[src/pkg/sps_pkg.sv]
// constants and types shared by the sequential positioning sequencer
//
// Operation
// - each sequential start runs the next entry
// - chain returns to origin before disabled-flag entry
// - select or direct inputs move the sequence origin
// - with no origin, first run is entry 0
// - entry started by select becomes new origin
// - READY drops at motion start; host then releases
// - READY returns when the motion finishes
// - clearing sets origin 0, current entry -1
// - power-up is a clearing event
// - non-positioning operation clears the sequence
// - alarm raised then reset clears the sequence
// - stop input clears the sequence
// - de-energizing input clears the sequence
// - preset or configuration command clears the sequence
// - start runs entry chosen by six select bits
// - direct inputs run their assigned entry numbers
// - each entry holds sequential flag, default disabled
package sps_pkg;

  // table geometry
  localparam int SPS_ENTRY_W = 6;
  localparam int SPS_ENTRIES = 64;
  localparam int SPS_DIRECT_N = 6;
  localparam int SPS_CUR_W = 7;

  // current-entry value meaning "none run yet"
  localparam logic [6:0] SPS_CUR_NONE = 7'h7F;
  localparam logic [5:0] SPS_ORIGIN_RST = 6'h00;
  localparam logic [5:0] SPS_ENTRY_LAST = 6'h3F;

  // register byte addresses
  localparam logic [7:0] SPS_ADDR_FLAG_LO = 8'h00;
  localparam logic [7:0] SPS_ADDR_FLAG_HI = 8'h04;
  localparam logic [7:0] SPS_ADDR_MAP_A = 8'h08;
  localparam logic [7:0] SPS_ADDR_MAP_B = 8'h0C;
  localparam logic [7:0] SPS_ADDR_STATUS = 8'h10;

  // field positions
  localparam int SPS_MAP_STRIDE = 8;
  localparam int SPS_ST_CUR_LSB = 0;
  localparam int SPS_ST_ORG_LSB = 8;
  localparam int SPS_ST_READY_BIT = 16;
  localparam int SPS_ST_LAST_LSB = 24;

  // reset values: flags disabled, direct map 0..5
  localparam logic [31:0] SPS_FLAG_RST = 32'h0000_0000;
  localparam logic [31:0] SPS_MAP_A_RST = 32'h0302_0100;
  localparam logic [31:0] SPS_MAP_B_RST = 32'h0000_0504;

  // sequencer states
  typedef enum logic [0:0] {
    SPS_IDLE,
    SPS_MOVING
  } sps_state_e;

endpackage : sps_pkg

[src/hdl/sps_input_sync.sv]
// three-stage synchroniser with agreement filter for pin inputs
module sps_input_sync #(
  parameter int WIDTH = 17
) (
  // clock and reset
  input wire logic ref_clk,
  input wire logic srst,
  // asynchronous pins in
  input wire logic [WIDTH-1:0] pinIn,
  // filtered, clocked levels out
  output logic [WIDTH-1:0] levelOut
);

  // stage one is read only by stage two
  logic [WIDTH-1:0] stg1_r;
  logic [WIDTH-1:0] stg2_r;
  logic [WIDTH-1:0] stg3_r;
  logic [WIDTH-1:0] level_r;
  // bits where the two settled stages agree
  wire [WIDTH-1:0] agree = ~(stg2_r ^ stg3_r);
  wire [WIDTH-1:0] level_nxt = (agree & stg3_r) | (~agree & level_r);

  // shift chain and filtered level
  always_ff @(posedge ref_clk) begin
    if (srst) begin
      stg1_r <= '0;
      stg2_r <= '0;
      stg3_r <= '0;
      level_r <= '0;
    end else begin
      stg1_r <= pinIn;
      stg2_r <= stg1_r;
      stg3_r <= stg2_r;
      level_r <= level_nxt;
    end
  end

  assign levelOut = level_r;

endmodule : sps_input_sync

[src/hdl/sps_sequencer.sv]
// sequential positioning sequencer: entry chaining, origin, READY
//
// The plain strobed port and the address map were decided locally.
module sps_sequencer
  import sps_pkg::*;
(
  // clock and reset
  input wire logic ref_clk,
  input wire logic srst,
  // register port
  input wire logic [7:0] regAddr,
  input wire logic [31:0] regWrData,
  input wire logic regWrEn,
  input wire logic regRdEn,
  output logic [31:0] regRdData,
  // host pins, asynchronous
  input wire logic seq_advance_input,
  input wire logic startIn,
  input wire logic [5:0] entry_select_inputs,
  input wire logic [5:0] direct_launch_inputs,
  input wire logic stopIn,
  input wire logic freeRunIn,
  input wire logic excitationOffIn,
  // driver-internal events, same clock
  input wire logic alarmActive,
  input wire logic nonPosOpStart,
  input wire logic presetCmd,
  input wire logic configCmd,
  // motion engine handshake
  input wire logic motionDone,
  output logic motionStart,
  output logic [5:0] motionEntry,
  // host status pin
  output logic readyOut
);

  ////////////////////////////////////////////////////////////////////
  // helper functions
  ////////////////////////////////////////////////////////////////////

  // pick the six-bit map field for one direct input
  function automatic logic [5:0] mapField(
    input logic [31:0] mapA,
    input logic [31:0] mapB,
    input logic [2:0] idx
  );
    logic [63:0] both;
    both = {mapB, mapA};
    mapField = both[idx*SPS_MAP_STRIDE +: SPS_ENTRY_W];
  endfunction : mapField

  // lowest-numbered active direct input
  function automatic logic [2:0] firstSet(
    input logic [5:0] bits
  );
    logic [2:0] pos;
    pos = 3'h0;
    for (int i = SPS_DIRECT_N - 1; i >= 0; i--) begin
      if (bits[i]) begin
        pos = 3'(i);
      end
    end
    firstSet = pos;
  endfunction : firstSet

  // rising edge of a clocked level
  function automatic logic [5:0] rise6(
    input logic [5:0] now,
    input logic [5:0] was
  );
    rise6 = now & ~was;
  endfunction : rise6

  ////////////////////////////////////////////////////////////////////
  // input synchronisation
  ////////////////////////////////////////////////////////////////////

  // all pin levels after the agreement filter
  logic [16:0] pinSync;

  // one shared chain keeps the pins aligned to each other
  sps_input_sync #(
    .WIDTH(17)
  ) u_sync (
    .ref_clk(ref_clk),
    .srst(srst),
    .pinIn({excitationOffIn, freeRunIn, stopIn, direct_launch_inputs,
            entry_select_inputs, startIn, seq_advance_input}),
    .levelOut(pinSync)
  );

  // unpacked synchronised levels
  wire seqLvl = pinSync[0];
  wire startLvl = pinSync[1];
  wire [5:0] selLvl = pinSync[7:2];
  wire [5:0] directLvl = pinSync[13:8];
  wire stopLvl = pinSync[14];
  wire freeLvl = pinSync[15];
  wire excOffLvl = pinSync[16];

  // previous levels for edge detection
  logic seqPrev_r;
  logic startPrev_r;
  logic [5:0] directPrev_r;
  logic alarmPrev_r;

  // history of levels
  always_ff @(posedge ref_clk) begin
    if (srst) begin
      seqPrev_r <= 1'b0;
      startPrev_r <= 1'b0;
      directPrev_r <= 6'h00;
      alarmPrev_r <= 1'b0;
    end else begin
      seqPrev_r <= seqLvl;
      startPrev_r <= startLvl;
      directPrev_r <= directLvl;
      alarmPrev_r <= alarmActive;
    end
  end

  // edges of host commands
  wire seqEdge = seqLvl & ~seqPrev_r;
  wire startEdge = startLvl & ~startPrev_r;
  wire [5:0] directEdge = rise6(directLvl, directPrev_r);
  wire directAny = |directEdge;
  // alarm reset is seen as the alarm falling away
  wire alarmCleared = alarmPrev_r & ~alarmActive;

  ////////////////////////////////////////////////////////////////////
  // register file
  ////////////////////////////////////////////////////////////////////

  // per-entry sequential flags, split in two words
  logic [31:0] flagLo_r;
  logic [31:0] flagHi_r;
  // direct-input entry assignment
  logic [31:0] mapA_r;
  logic [31:0] mapB_r;
  // read answer register
  logic [31:0] rdData_r;

  // address decode
  wire hitFlagLo = (regAddr == SPS_ADDR_FLAG_LO);
  wire hitFlagHi = (regAddr == SPS_ADDR_FLAG_HI);
  wire hitMapA = (regAddr == SPS_ADDR_MAP_A);
  wire hitMapB = (regAddr == SPS_ADDR_MAP_B);
  wire hitStatus = (regAddr == SPS_ADDR_STATUS);

  // only the six-bit fields of each map byte are kept
  wire [31:0] mapMaskA = 32'h3F3F_3F3F;
  wire [31:0] mapMaskB = 32'h0000_3F3F;

  always_ff @(posedge ref_clk) begin
    if (srst) begin
      flagLo_r <= SPS_FLAG_RST;
      flagHi_r <= SPS_FLAG_RST;
    end else if (regWrEn) begin
      if (hitFlagLo) begin
        flagLo_r <= regWrData;
      end
      if (hitFlagHi) begin
        flagHi_r <= regWrData;
      end
    end
  end

  // direct map storage
  always_ff @(posedge ref_clk) begin
    if (srst) begin
      mapA_r <= SPS_MAP_A_RST;
      mapB_r <= SPS_MAP_B_RST;
    end else if (regWrEn) begin
      if (hitMapA) begin
        mapA_r <= regWrData & mapMaskA;
      end
      if (hitMapB) begin
        mapB_r <= regWrData & mapMaskB;
      end
    end
  end

  // all 64 flags as one vector
  wire [63:0] seqFlags = {flagHi_r, flagLo_r};

  ////////////////////////////////////////////////////////////////////
  // sequence state
  ////////////////////////////////////////////////////////////////////

  // sequence origin and most recent entry (-1 = none)
  logic [5:0] origin_r;
  logic [5:0] origin_nxt;
  logic [6:0] cur_r;
  logic [6:0] cur_nxt;
  // controller state
  sps_state_e state_r;
  sps_state_e state_nxt;
  // launch outputs
  logic launch_r;
  logic launch_nxt;
  logic [5:0] entry_r;
  logic [5:0] entry_nxt;

  wire levelClear = stopLvl | freeLvl | excOffLvl;
  wire pulseClear = nonPosOpStart | alarmCleared | presetCmd | configCmd;
  wire seqClear = levelClear | pulseClear;

  // chain stops before an entry whose flag is disabled
  wire curNone = (cur_r == SPS_CUR_NONE);
  wire [5:0] curPlus = cur_r[5:0] + 6'h01;
  wire nextFlag = seqFlags[curPlus];
  // the last entry never links past the end of the table
  wire curLast = (cur_r[5:0] == SPS_ENTRY_LAST);
  wire [5:0] seqNext = (curNone | ~nextFlag | curLast) ? origin_r : curPlus;

  // entry assigned to the first direct input that rose
  wire [5:0] directEntry = mapField(mapA_r, mapB_r, firstSet(directEdge));

  // launches are only taken while idle and not clearing
  wire canLaunch = (state_r == SPS_IDLE) & ~seqClear;

  // next-state logic
  always_comb begin
    state_nxt = state_r;
    origin_nxt = origin_r;
    cur_nxt = cur_r;
    launch_nxt = 1'b0;
    entry_nxt = entry_r;
    case (state_r)
      // waiting for a command
      SPS_IDLE: begin
        if (canLaunch & startEdge) begin
          origin_nxt = selLvl;
          cur_nxt = {1'b0, selLvl};
          entry_nxt = selLvl;
          launch_nxt = 1'b1;
          state_nxt = SPS_MOVING;
        end else if (canLaunch & directAny) begin
          origin_nxt = directEntry;
          cur_nxt = {1'b0, directEntry};
          entry_nxt = directEntry;
          launch_nxt = 1'b1;
          state_nxt = SPS_MOVING;
        end else if (canLaunch & seqEdge) begin
          cur_nxt = {1'b0, seqNext};
          entry_nxt = seqNext;
          launch_nxt = 1'b1;
          state_nxt = SPS_MOVING;
        end
      end
      // motion running, READY low
      SPS_MOVING: begin
        // edges seen here are dropped, not queued
        if (motionDone) begin
          state_nxt = SPS_IDLE;
        end
      end
      default: begin
        state_nxt = SPS_IDLE;
      end
    endcase
    if (seqClear) begin
      origin_nxt = SPS_ORIGIN_RST;
      cur_nxt = SPS_CUR_NONE;
    end
  end

  always_ff @(posedge ref_clk) begin
    if (srst) begin
      origin_r <= SPS_ORIGIN_RST;
      cur_r <= SPS_CUR_NONE;
    end else begin
      origin_r <= origin_nxt;
      cur_r <= cur_nxt;
    end
  end

  // state register drops READY on launch
  always_ff @(posedge ref_clk) begin
    if (srst) begin
      state_r <= SPS_IDLE;
      launch_r <= 1'b0;
      entry_r <= 6'h00;
    end else begin
      state_r <= state_nxt;
      launch_r <= launch_nxt;
      entry_r <= entry_nxt;
    end
  end

  ////////////////////////////////////////////////////////////////////
  // read path
  ////////////////////////////////////////////////////////////////////

  // status word: current entry, origin, ready, last launched
  wire readyNow = (state_r == SPS_IDLE);
  wire [31:0] statusWord = {2'b00, entry_r, 7'h00, readyNow,
                            2'b00, origin_r, 1'b0, cur_r};

  // read multiplexer; unmapped addresses answer zero
  wire [31:0] rdMux = hitFlagLo ? flagLo_r :
                      hitFlagHi ? flagHi_r :
                      hitMapA ? mapA_r :
                      hitMapB ? mapB_r :
                      hitStatus ? statusWord : 32'h0000_0000;

  // data stands only in the cycle after the strobe
  always_ff @(posedge ref_clk) begin
    if (srst) begin
      rdData_r <= 32'h0000_0000;
    end else if (regRdEn) begin
      rdData_r <= rdMux;
    end else begin
      rdData_r <= 32'h0000_0000;
    end
  end

  ////////////////////////////////////////////////////////////////////
  // outputs
  ////////////////////////////////////////////////////////////////////

  assign readyOut = readyNow;
  assign motionStart = launch_r;
  assign motionEntry = entry_r;
  assign regRdData = rdData_r;

endmodule : sps_sequencer

[config.mk]
export PLATFORM = sky130hd
export DESIGN_NAME = sps_sequencer
export DESIGN_NICKNAME = d
export VERILOG_FILES = /design/src/pkg/sps_pkg.sv /design/src/hdl/sps_input_sync.sv /design/src/hdl/sps_sequencer.sv
export SDC_FILE = /design/constraint.sdc
export NUM_CORES = 1
export LEC_CHECK = 0
export BUFFER_PORTS_ARGS = -buffer_cell sky130_fd_sc_hd__clkbuf_2
export CORE_ASPECT_RATIO = 2
export CORE_UTILIZATION = 52
export CTS_CLUSTER_DIAMETER = 100
export DETAILED_ROUTE_END_ITERATION = 6
export GPL_TIMING_DRIVEN = 0
export PLACE_DENSITY = 0.75
export SLEW_MARGIN = 0
export SYNTH_ARGS = -nofsm -noshare
export SYNTH_HDL_FRONTEND = slang
export SYNTH_SLANG_ARGS = --single-unit
[constraint.sdc]
create_clock -name ref_clk -period 2.94 [get_ports ref_clk]
set_input_delay 0.294 -clock ref_clk [delete_from_list [all_inputs] [get_ports ref_clk]]
set_output_delay 0.294 -clock ref_clk [all_outputs]
set_load 0.05 [all_outputs]
=== Word level (Yosys, flattened, before mapping) ===
Cells that the tools add are included.

* RAM bits: 0
* Register bits: 230
* Output and inout bits: 40
* Memories: 0
* Latch bits: 0
* Bits of input ports: 66
* Bits in read-only memories: 0
* Word-level logic and storage cells: 97

* $lt $le $gt $ge: 1
* Bitwise operators: 30
* Shifts and indexed selects: 1
* $add $sub $neg: 1
* Equal/unequal tests: 6
* $mul: 0
* Reductions and logical operators: 13
* Divide/modulo/power cells: 0
* Mux-type cells: 27

{| class="wikitable"
|+ Operators with widths
! cell !! number
|-
| 30-bit two-way mux || 3
|-
| 32-bit two-way mux || 2
|-
| 64-bit by 7-bit variable part select with 6-bit output || 1
|-
| 6-bit two-way mux || 6
|-
| 17-bit AND || 2
|-
| 17-bit NOT || 2
|-
| 7-bit two-way mux || 3
|-
| 3-bit two-way mux || 6
|-
| 17-bit bitwise OR || 1
|-
| 17-bit XOR || 1
|-
| 8-bit by 4-bit == test with 1-bit output, second input constant || 2
|-
| 2-bit AND reduction || 6
|-
| 8-bit by 3-bit == test with 1-bit output, second input constant || 1
|-
| 8-bit by 5-bit == test with 1-bit output, second input constant || 1
|-
| 8-bit logical NOT || 1
|-
| 1-bit bitwise OR || 8
|-
| 1-bit AND || 7
|-
| 7-bit == test, second input constant || 1
|-
| 6-bit by 7-bit < comparator with 1-bit output, second input constant || 1
|-
| 1-bit NOT || 7
|-
| 6-bit by 1-bit adder with 6-bit output, second input constant || 1
|-
| 6-bit AND || 1
|-
| 1-bit binary-select mux with 6-bit select || 1
|-
| 6-bit == test, second input constant || 1
|-
| 7 further kinds || 13
|}

=== Depth between registers and ports, before layout ===
* Depth after elaboration: 13
* Mapped depth: 11
* Gate-level depth less buffers: 9

=== Modules after synthesis ===
A second synthesis with hierarchy kept.

* Cells, all modules: 1049
* Area, all modules: 9457.8 um^2

{| class="wikitable"
|+ By module, submodules not included
! module !! cells each !! sequential area each (um^2) !! area an instance (um^2) !! times used
|-
| sps_sequencer || 872 || 3243.1 || 7489.7 || 1
|-
| sps_input_sync || 177 || 1361.3 || 1968.1 || 1
|}

=== Worst setup path before layout ===
OpenSTA, ideal clock, no wires.

* Path kind: register to register
* From: register cur_r[1]
* To: register cur_r[4]
* Path buffers: 2
* Required time: 2.811 ns
* Slack: -0.310 ns
* Library setup time: 0.129 ns
* Arrival: 3.120 ns
* Stages on the path, launching flop included: 12
* Period minus slack after synthesis: 3.250 ns
* Cell sequence: dfxtp_1 > ha_1 > clkbuf_1 > xor2_1 > mux4_2 > mux2_2 > a2111oi_4 > a41oi_1 > buf_2 > a221o_1 > a222oi_1 > o21ai_1

* Longest elaborated chain between the ends: 10
* Elaborated cells on any way between the ends: 12
* Those cells by class: add/sub (1); eq/ne (2); mux (6); bitwise (3)

{| class="wikitable"
|+ RTL lines
! what !! line !! RTL
|-
| from (decl) || sps_sequencer.sv:193 || <nowiki>logic [6:0] cur_r;</nowiki>
|-
| from (signal assigned) || sps_sequencer.sv:274 || <nowiki>cur_r <= cur_nxt;</nowiki>
|-
| 6-bit by 1-bit adder with 6-bit output || sps_sequencer.sv:210 || <nowiki>wire [5:0] curPlus = cur_r[5:0] + 6'h01;</nowiki>
|-
| 1-bit binary-select mux with 6-bit select || sps_sequencer.sv:211 || <nowiki>wire nextFlag = seqFlags[curPlus];</nowiki>
|-
| 1-bit two-way mux (not written as such) || sps_sequencer.sv:211 ||
|-
| 1-bit NOT || sps_sequencer.sv:214 || <nowiki>wire [5:0] seqNext = (curNone | ~nextFlag | curLast) ? origin_r : curPlus;</nowiki>
|-
| 1-bit bitwise OR (2 in a row) || sps_sequencer.sv:214 ||
|-
| 6-bit two-way mux (*) || sps_sequencer.sv:214 ||
|-
| 7-bit two-way mux (*) || sps_sequencer.sv:244 || <nowiki>end else if (canLaunch & seqEdge) begin</nowiki>
|-
| 7-bit two-way mux (*) || sps_sequencer.sv:238 || <nowiki>end else if (canLaunch & directAny) begin</nowiki>
|-
| 7-bit two-way mux (*) || sps_sequencer.sv:232 || <nowiki>if (canLaunch & startEdge) begin</nowiki>
|}

Mark *: on every way between the ends. The rest lies on a longest branch, timed or not. The select of a mux whose other input is x is not followed.
A chain may end at the register's enable or synchronous reset.

=== Worst setup path in the final report ===
* From: register cur_r[0]
* To: register entry_r[4], in the netlist motionEntry[4]

* Longest elaborated chain between the ends: 10
* Elaborated cells on any way between the ends: 12
* Those cells by class: add/sub (1); eq/ne (2); mux (6); bitwise (3)

{| class="wikitable"
|+ RTL lines
! what !! line !! RTL
|-
| 6-bit by 1-bit adder with 6-bit output || sps_sequencer.sv:210 ||
|-
| 1-bit binary-select mux with 6-bit select || sps_sequencer.sv:211 ||
|-
| 1-bit two-way mux (not written as such) || sps_sequencer.sv:211 ||
|-
| 1-bit NOT || sps_sequencer.sv:214 ||
|-
| 1-bit bitwise OR (2 in a row) || sps_sequencer.sv:214 ||
|-
| 6-bit two-way mux (*) || sps_sequencer.sv:214 ||
|-
| 6-bit two-way mux (*) || sps_sequencer.sv:244 ||
|-
| 6-bit two-way mux (*) || sps_sequencer.sv:238 ||
|-
| 6-bit two-way mux (*) || sps_sequencer.sv:232 ||
|-
| to (signal assigned) || sps_sequencer.sv:287 || <nowiki>entry_r <= entry_nxt;</nowiki>
|-
| to (decl) || sps_sequencer.sv:201 || <nowiki>logic [5:0] entry_r;</nowiki>
|}

Marks and branches as above.

==> results_dict.tcl <==
set metrics [dict create \
    arrival_ps 3620 \
    dp_cells 1351 \
    drc 2 \
    hold_viol_final 0 \
    fin_crit_sh_pct 111 \
    nFillCells 1475 \
    hold_path_class "in -> reg" \
    dpl_cell_area_um2 9940 \
    routed-via-count 8419 \
    antenna_found_initial 0 \
    clkLatencyLatePin_ps 510 \
    crit_path_end_kind "flip-flop" \
    firstDrtPassIters 7 \
    period_needed_ps 3250 \
    die_h_um 189 \
    cellPowerDensity_nw_per_um2 555 \
    final_common_cell "nand2_1" \
    cap_violations 0 \
    crit_path_start_kind "flip-flop" \
    hold_start "entry_select_inputs[5]" \
    ys_seq_area_share_pct 50.5 \
    whs_endpoint "u_sync.stg1_r[7]" \
    routed_wl_mm 30.2 \
    die_w_um 95.6 \
    finClkSkew_ps 14.1 \
    synth_seq_cells 230 \
    area_delta_synth_final_pct 22.5 \
    synth_edf_count 0 \
    routabilityCongestion 0.961 \
    tightest_slew_ps 914 \
    drtIter0Drc 687 \
    p_int_mw 4.80 \
    yosysWarnings 0 \
    required_ps 3300 \
    cpPeakStageDelay_ps 530 \
    worstPathCellList "ha_4 -> buf_12 -> mux2i_1 -> mux4_2 -> mux2_4 -> a2111oi_4 -> a41oi_2 -> buf_6 -> a221o_1 -> a222oi_1 -> buf_4 -> nor3_1" \
    ff2ff_setup_slack_ps -310 \
    async_flop_share_pct 0 \
    cts_tree "built" \
    power.net_switching_mw 1.40 \
    syn_area_um2 9120 \
    yosysUniqueCellTypes 55 \
    fin_total_pwr_mw 6.20 \
    cts_num_sinks 230 \
    criticalPathCategory "reg -> reg" \
    wl_per_cell_um 21.3 \
    multiInputGateArea_um2 4430 \
    rr_worst_depth 12 \
    hold_depth 2 \
    vdd_ir_drop_max_uv 546 \
    grt_pass1_vias 8268 \
    port_buffers 103 \
    layout_common_cells "251 x nand2_1, 228 x dfxtp_1, 142 x a21oi_1" \
    drv_slew 0 \
    critPathSlowestCell "mux4_2" \
    io-pin-count 106 \
    pwr-share-seq_pct 51.0 \
    setup_ws_ps -313 \
    regToRegStartpoint "cur_r[0]" \
    cts_htree_levels 1 \
    cp_max_fo 5 \
    antennaDiodeCount 0 \
    via_per_inst 5.93 \
    r2r_end "motionEntry[4]" \
    syn_nets 1105 \
    rsz0062_at_grt "true" \
    fin_area_um2 11200 \
    setup_tns_ps -2640 \
    start_util_pct 53.1 \
    synthFlopType "dfxtp_1" \
    cellLeakagePower_nw 4.09 \
    fmax_mhz 307 \
    grt_usage_pct 34.4 \
    rows 68 \
    clock-root-buffer "clkbuf_16" \
    crit_start "cur_r[0]" \
    nNetsFinal 1262 \
    core_area_um2 17200 \
    synth_area_per_cell_um2 8.79 \
    ant_nets 0 \
    power_frac_clock_pct 45.4 \
    synthesis.instances 1038 \
    status "finished, violations left" \
    drive_above_1_share_pct 18.7 \
    cts_made_buffers 21 \
    fin_cells 1419 \
    violations "DRC, setup timing" \
    power_frac_comb_pct 3.6 \
    clkTransAtPathRegs_ps 70 \
    slew-limit-headroom_pct 39.1 \
    ff_latch_area_um2 4610 \
    grt_pass1_wl_mm 45.5 \
    clockBufferDepth 3 \
    overflow 0 \
    swShare_pct 22.6 \
    dieArea_um2 18100 \
    holdWs_ps 5.63 \
    finalSetupViolations 12 \
    grt_start_max_net_pins 17 \
    dpl.hpwl_mm 22.1 \
]
synthesized netlist by cell type (3+ instances only):
master,n,share of area [%]
nand3_1,7,0.38
o31ai_1,3,0.25
nor2b_1,74,5.1
a21oi_1,142,7.8
and2_1,7,0.48
nor4_1,3,0.21
nor2_1,36,1.5
mux2i_1,25,2.7
inv_1,9,0.37
mux4_2,14,3.5
o21ai_1,4,0.22
a21o_1,3,0.25
nand2_1,251,10
nor3_1,9,0.49
dfxtp_1,230,50
clkbuf_1,64,2.6
buf_2,3,0.16
nand3b_1,8,0.66
a221oi_1,10,0.96
mux2_2,11,1.4
o221a_2,5,0.62
a22oi_1,19,1.6
xnor2_1,3,0.29
xor2_1,3,0.29
a222oi_1,16,1.8
buf_1,3,0.12
and3_1,5,0.34
o21ai_0,33,1.8
nand2b_1,9,0.62
per-stage QoR:
| step | util (%) | setup slack (ps) |
|---|---|---|
| final | 65.0 | -313 |
| after global routing | 65.0 | -390 |
| after CTS | 64.5 | -306 |
| after detailed placement | 57.8 | -768 |
| after global placement | 57.8 | -825 |
| after floorplan | - | -14.4 |
area by class of cell:
cell class,count,area share [%]
buffer,70,2.80
clock buffer,25,5.11
clock inverter,12,1.11
inverter,9,0.336
multi-input combinational,728,39.7
sequential,230,41.2
tap,210,2.35
timing repair buffer,135,7.40
kinds of logic after synthesis:
family	after synthesis	share of synthesized area [%]
compound gates	254	17.1
xor+xnor	6	0.576
fa+ha+maj	1	0.137
buf+inv	80	3.42
flops	230	50.5
mux	50	7.56
simple gates	417	20.7
metal layers:
metal / global-route usage (%) / vias up / wire length [µm]
met1: 33.4 / 3895 / 9610
met3: 6.71 / 188 / 1930
met2: 58.0 / 431 / 15000
met5: 0 / - / 0
li1: - / 3905 / -
met4: 33.3 / 0 / 3690
worst max-delay path by stage:
stage | endpoint | slack (ps) | cells after the start
2_1_floorplan | cur_r[4] | -10 | 11
3_3_place_gp | cur_r[4] | -830 | 10
3_5_place_dp | cur_r[4] | -770 | 10
4_1_cts | cur_r[4] | -310 | 12
5_1_grt | cur_r[4] | -390 | 12
6_report | motionEntry[4] | -310 | 12
what timing repair did:
item	in CTS	in global routing
hold buffers	10	1
gates cloned	2	0
setup endpoints to repair	17	13
pin swaps	16	6
resized for setup	42	8
hold endpoints to repair	10	1
setup buffers	15	4
power groups by stage:
stage                     logic [mW]  registers, mW  clock network [mW]
after floorplan               0.0885           3.23                   0
after global placement         0.203           3.23                   0
after detailed placement       0.204           3.23                   0
after CTS                      0.217           3.16                2.82
after global routing           0.238           3.16                2.96
final                          0.224           3.16                2.82
critical path: cells and delay by family, from the launching register on:
family | cells | cell delay (ps)
AO/OA/AOI/OAI | 4 | 1000
multiplexers | 3 | 940
buffers and inverters | 3 | 490
flip-flops | 1 | 350
adder cells (fa/ha/maj) | 1 | 280
AND/OR/NAND/NOR | 1 | 40
flip-flops by register name, indices dropped and copies added, names as in the netlist, named ones only:
| register | flops |
|---|---|
| cur_r | 7 |
| flagHi_r | 32 |
| seqPrev_r | 1 |
| mapA_r | 24 |
| alarmPrev_r | 1 |
| motionStart | 1 |
| mapB_r | 12 |
| u_sync.stg1_r | 17 |
| regRdData | 32 |
| u_sync.stg3_r | 17 |
| state_r | 1 |
| u_sync.stg2_r | 17 |
| flagLo_r | 32 |
| directPrev_r | 6 |
| startPrev_r | 1 |
| motionEntry | 6 |
| origin_r | 6 |
No activity file was read; power rests on OpenSTA's default activity.
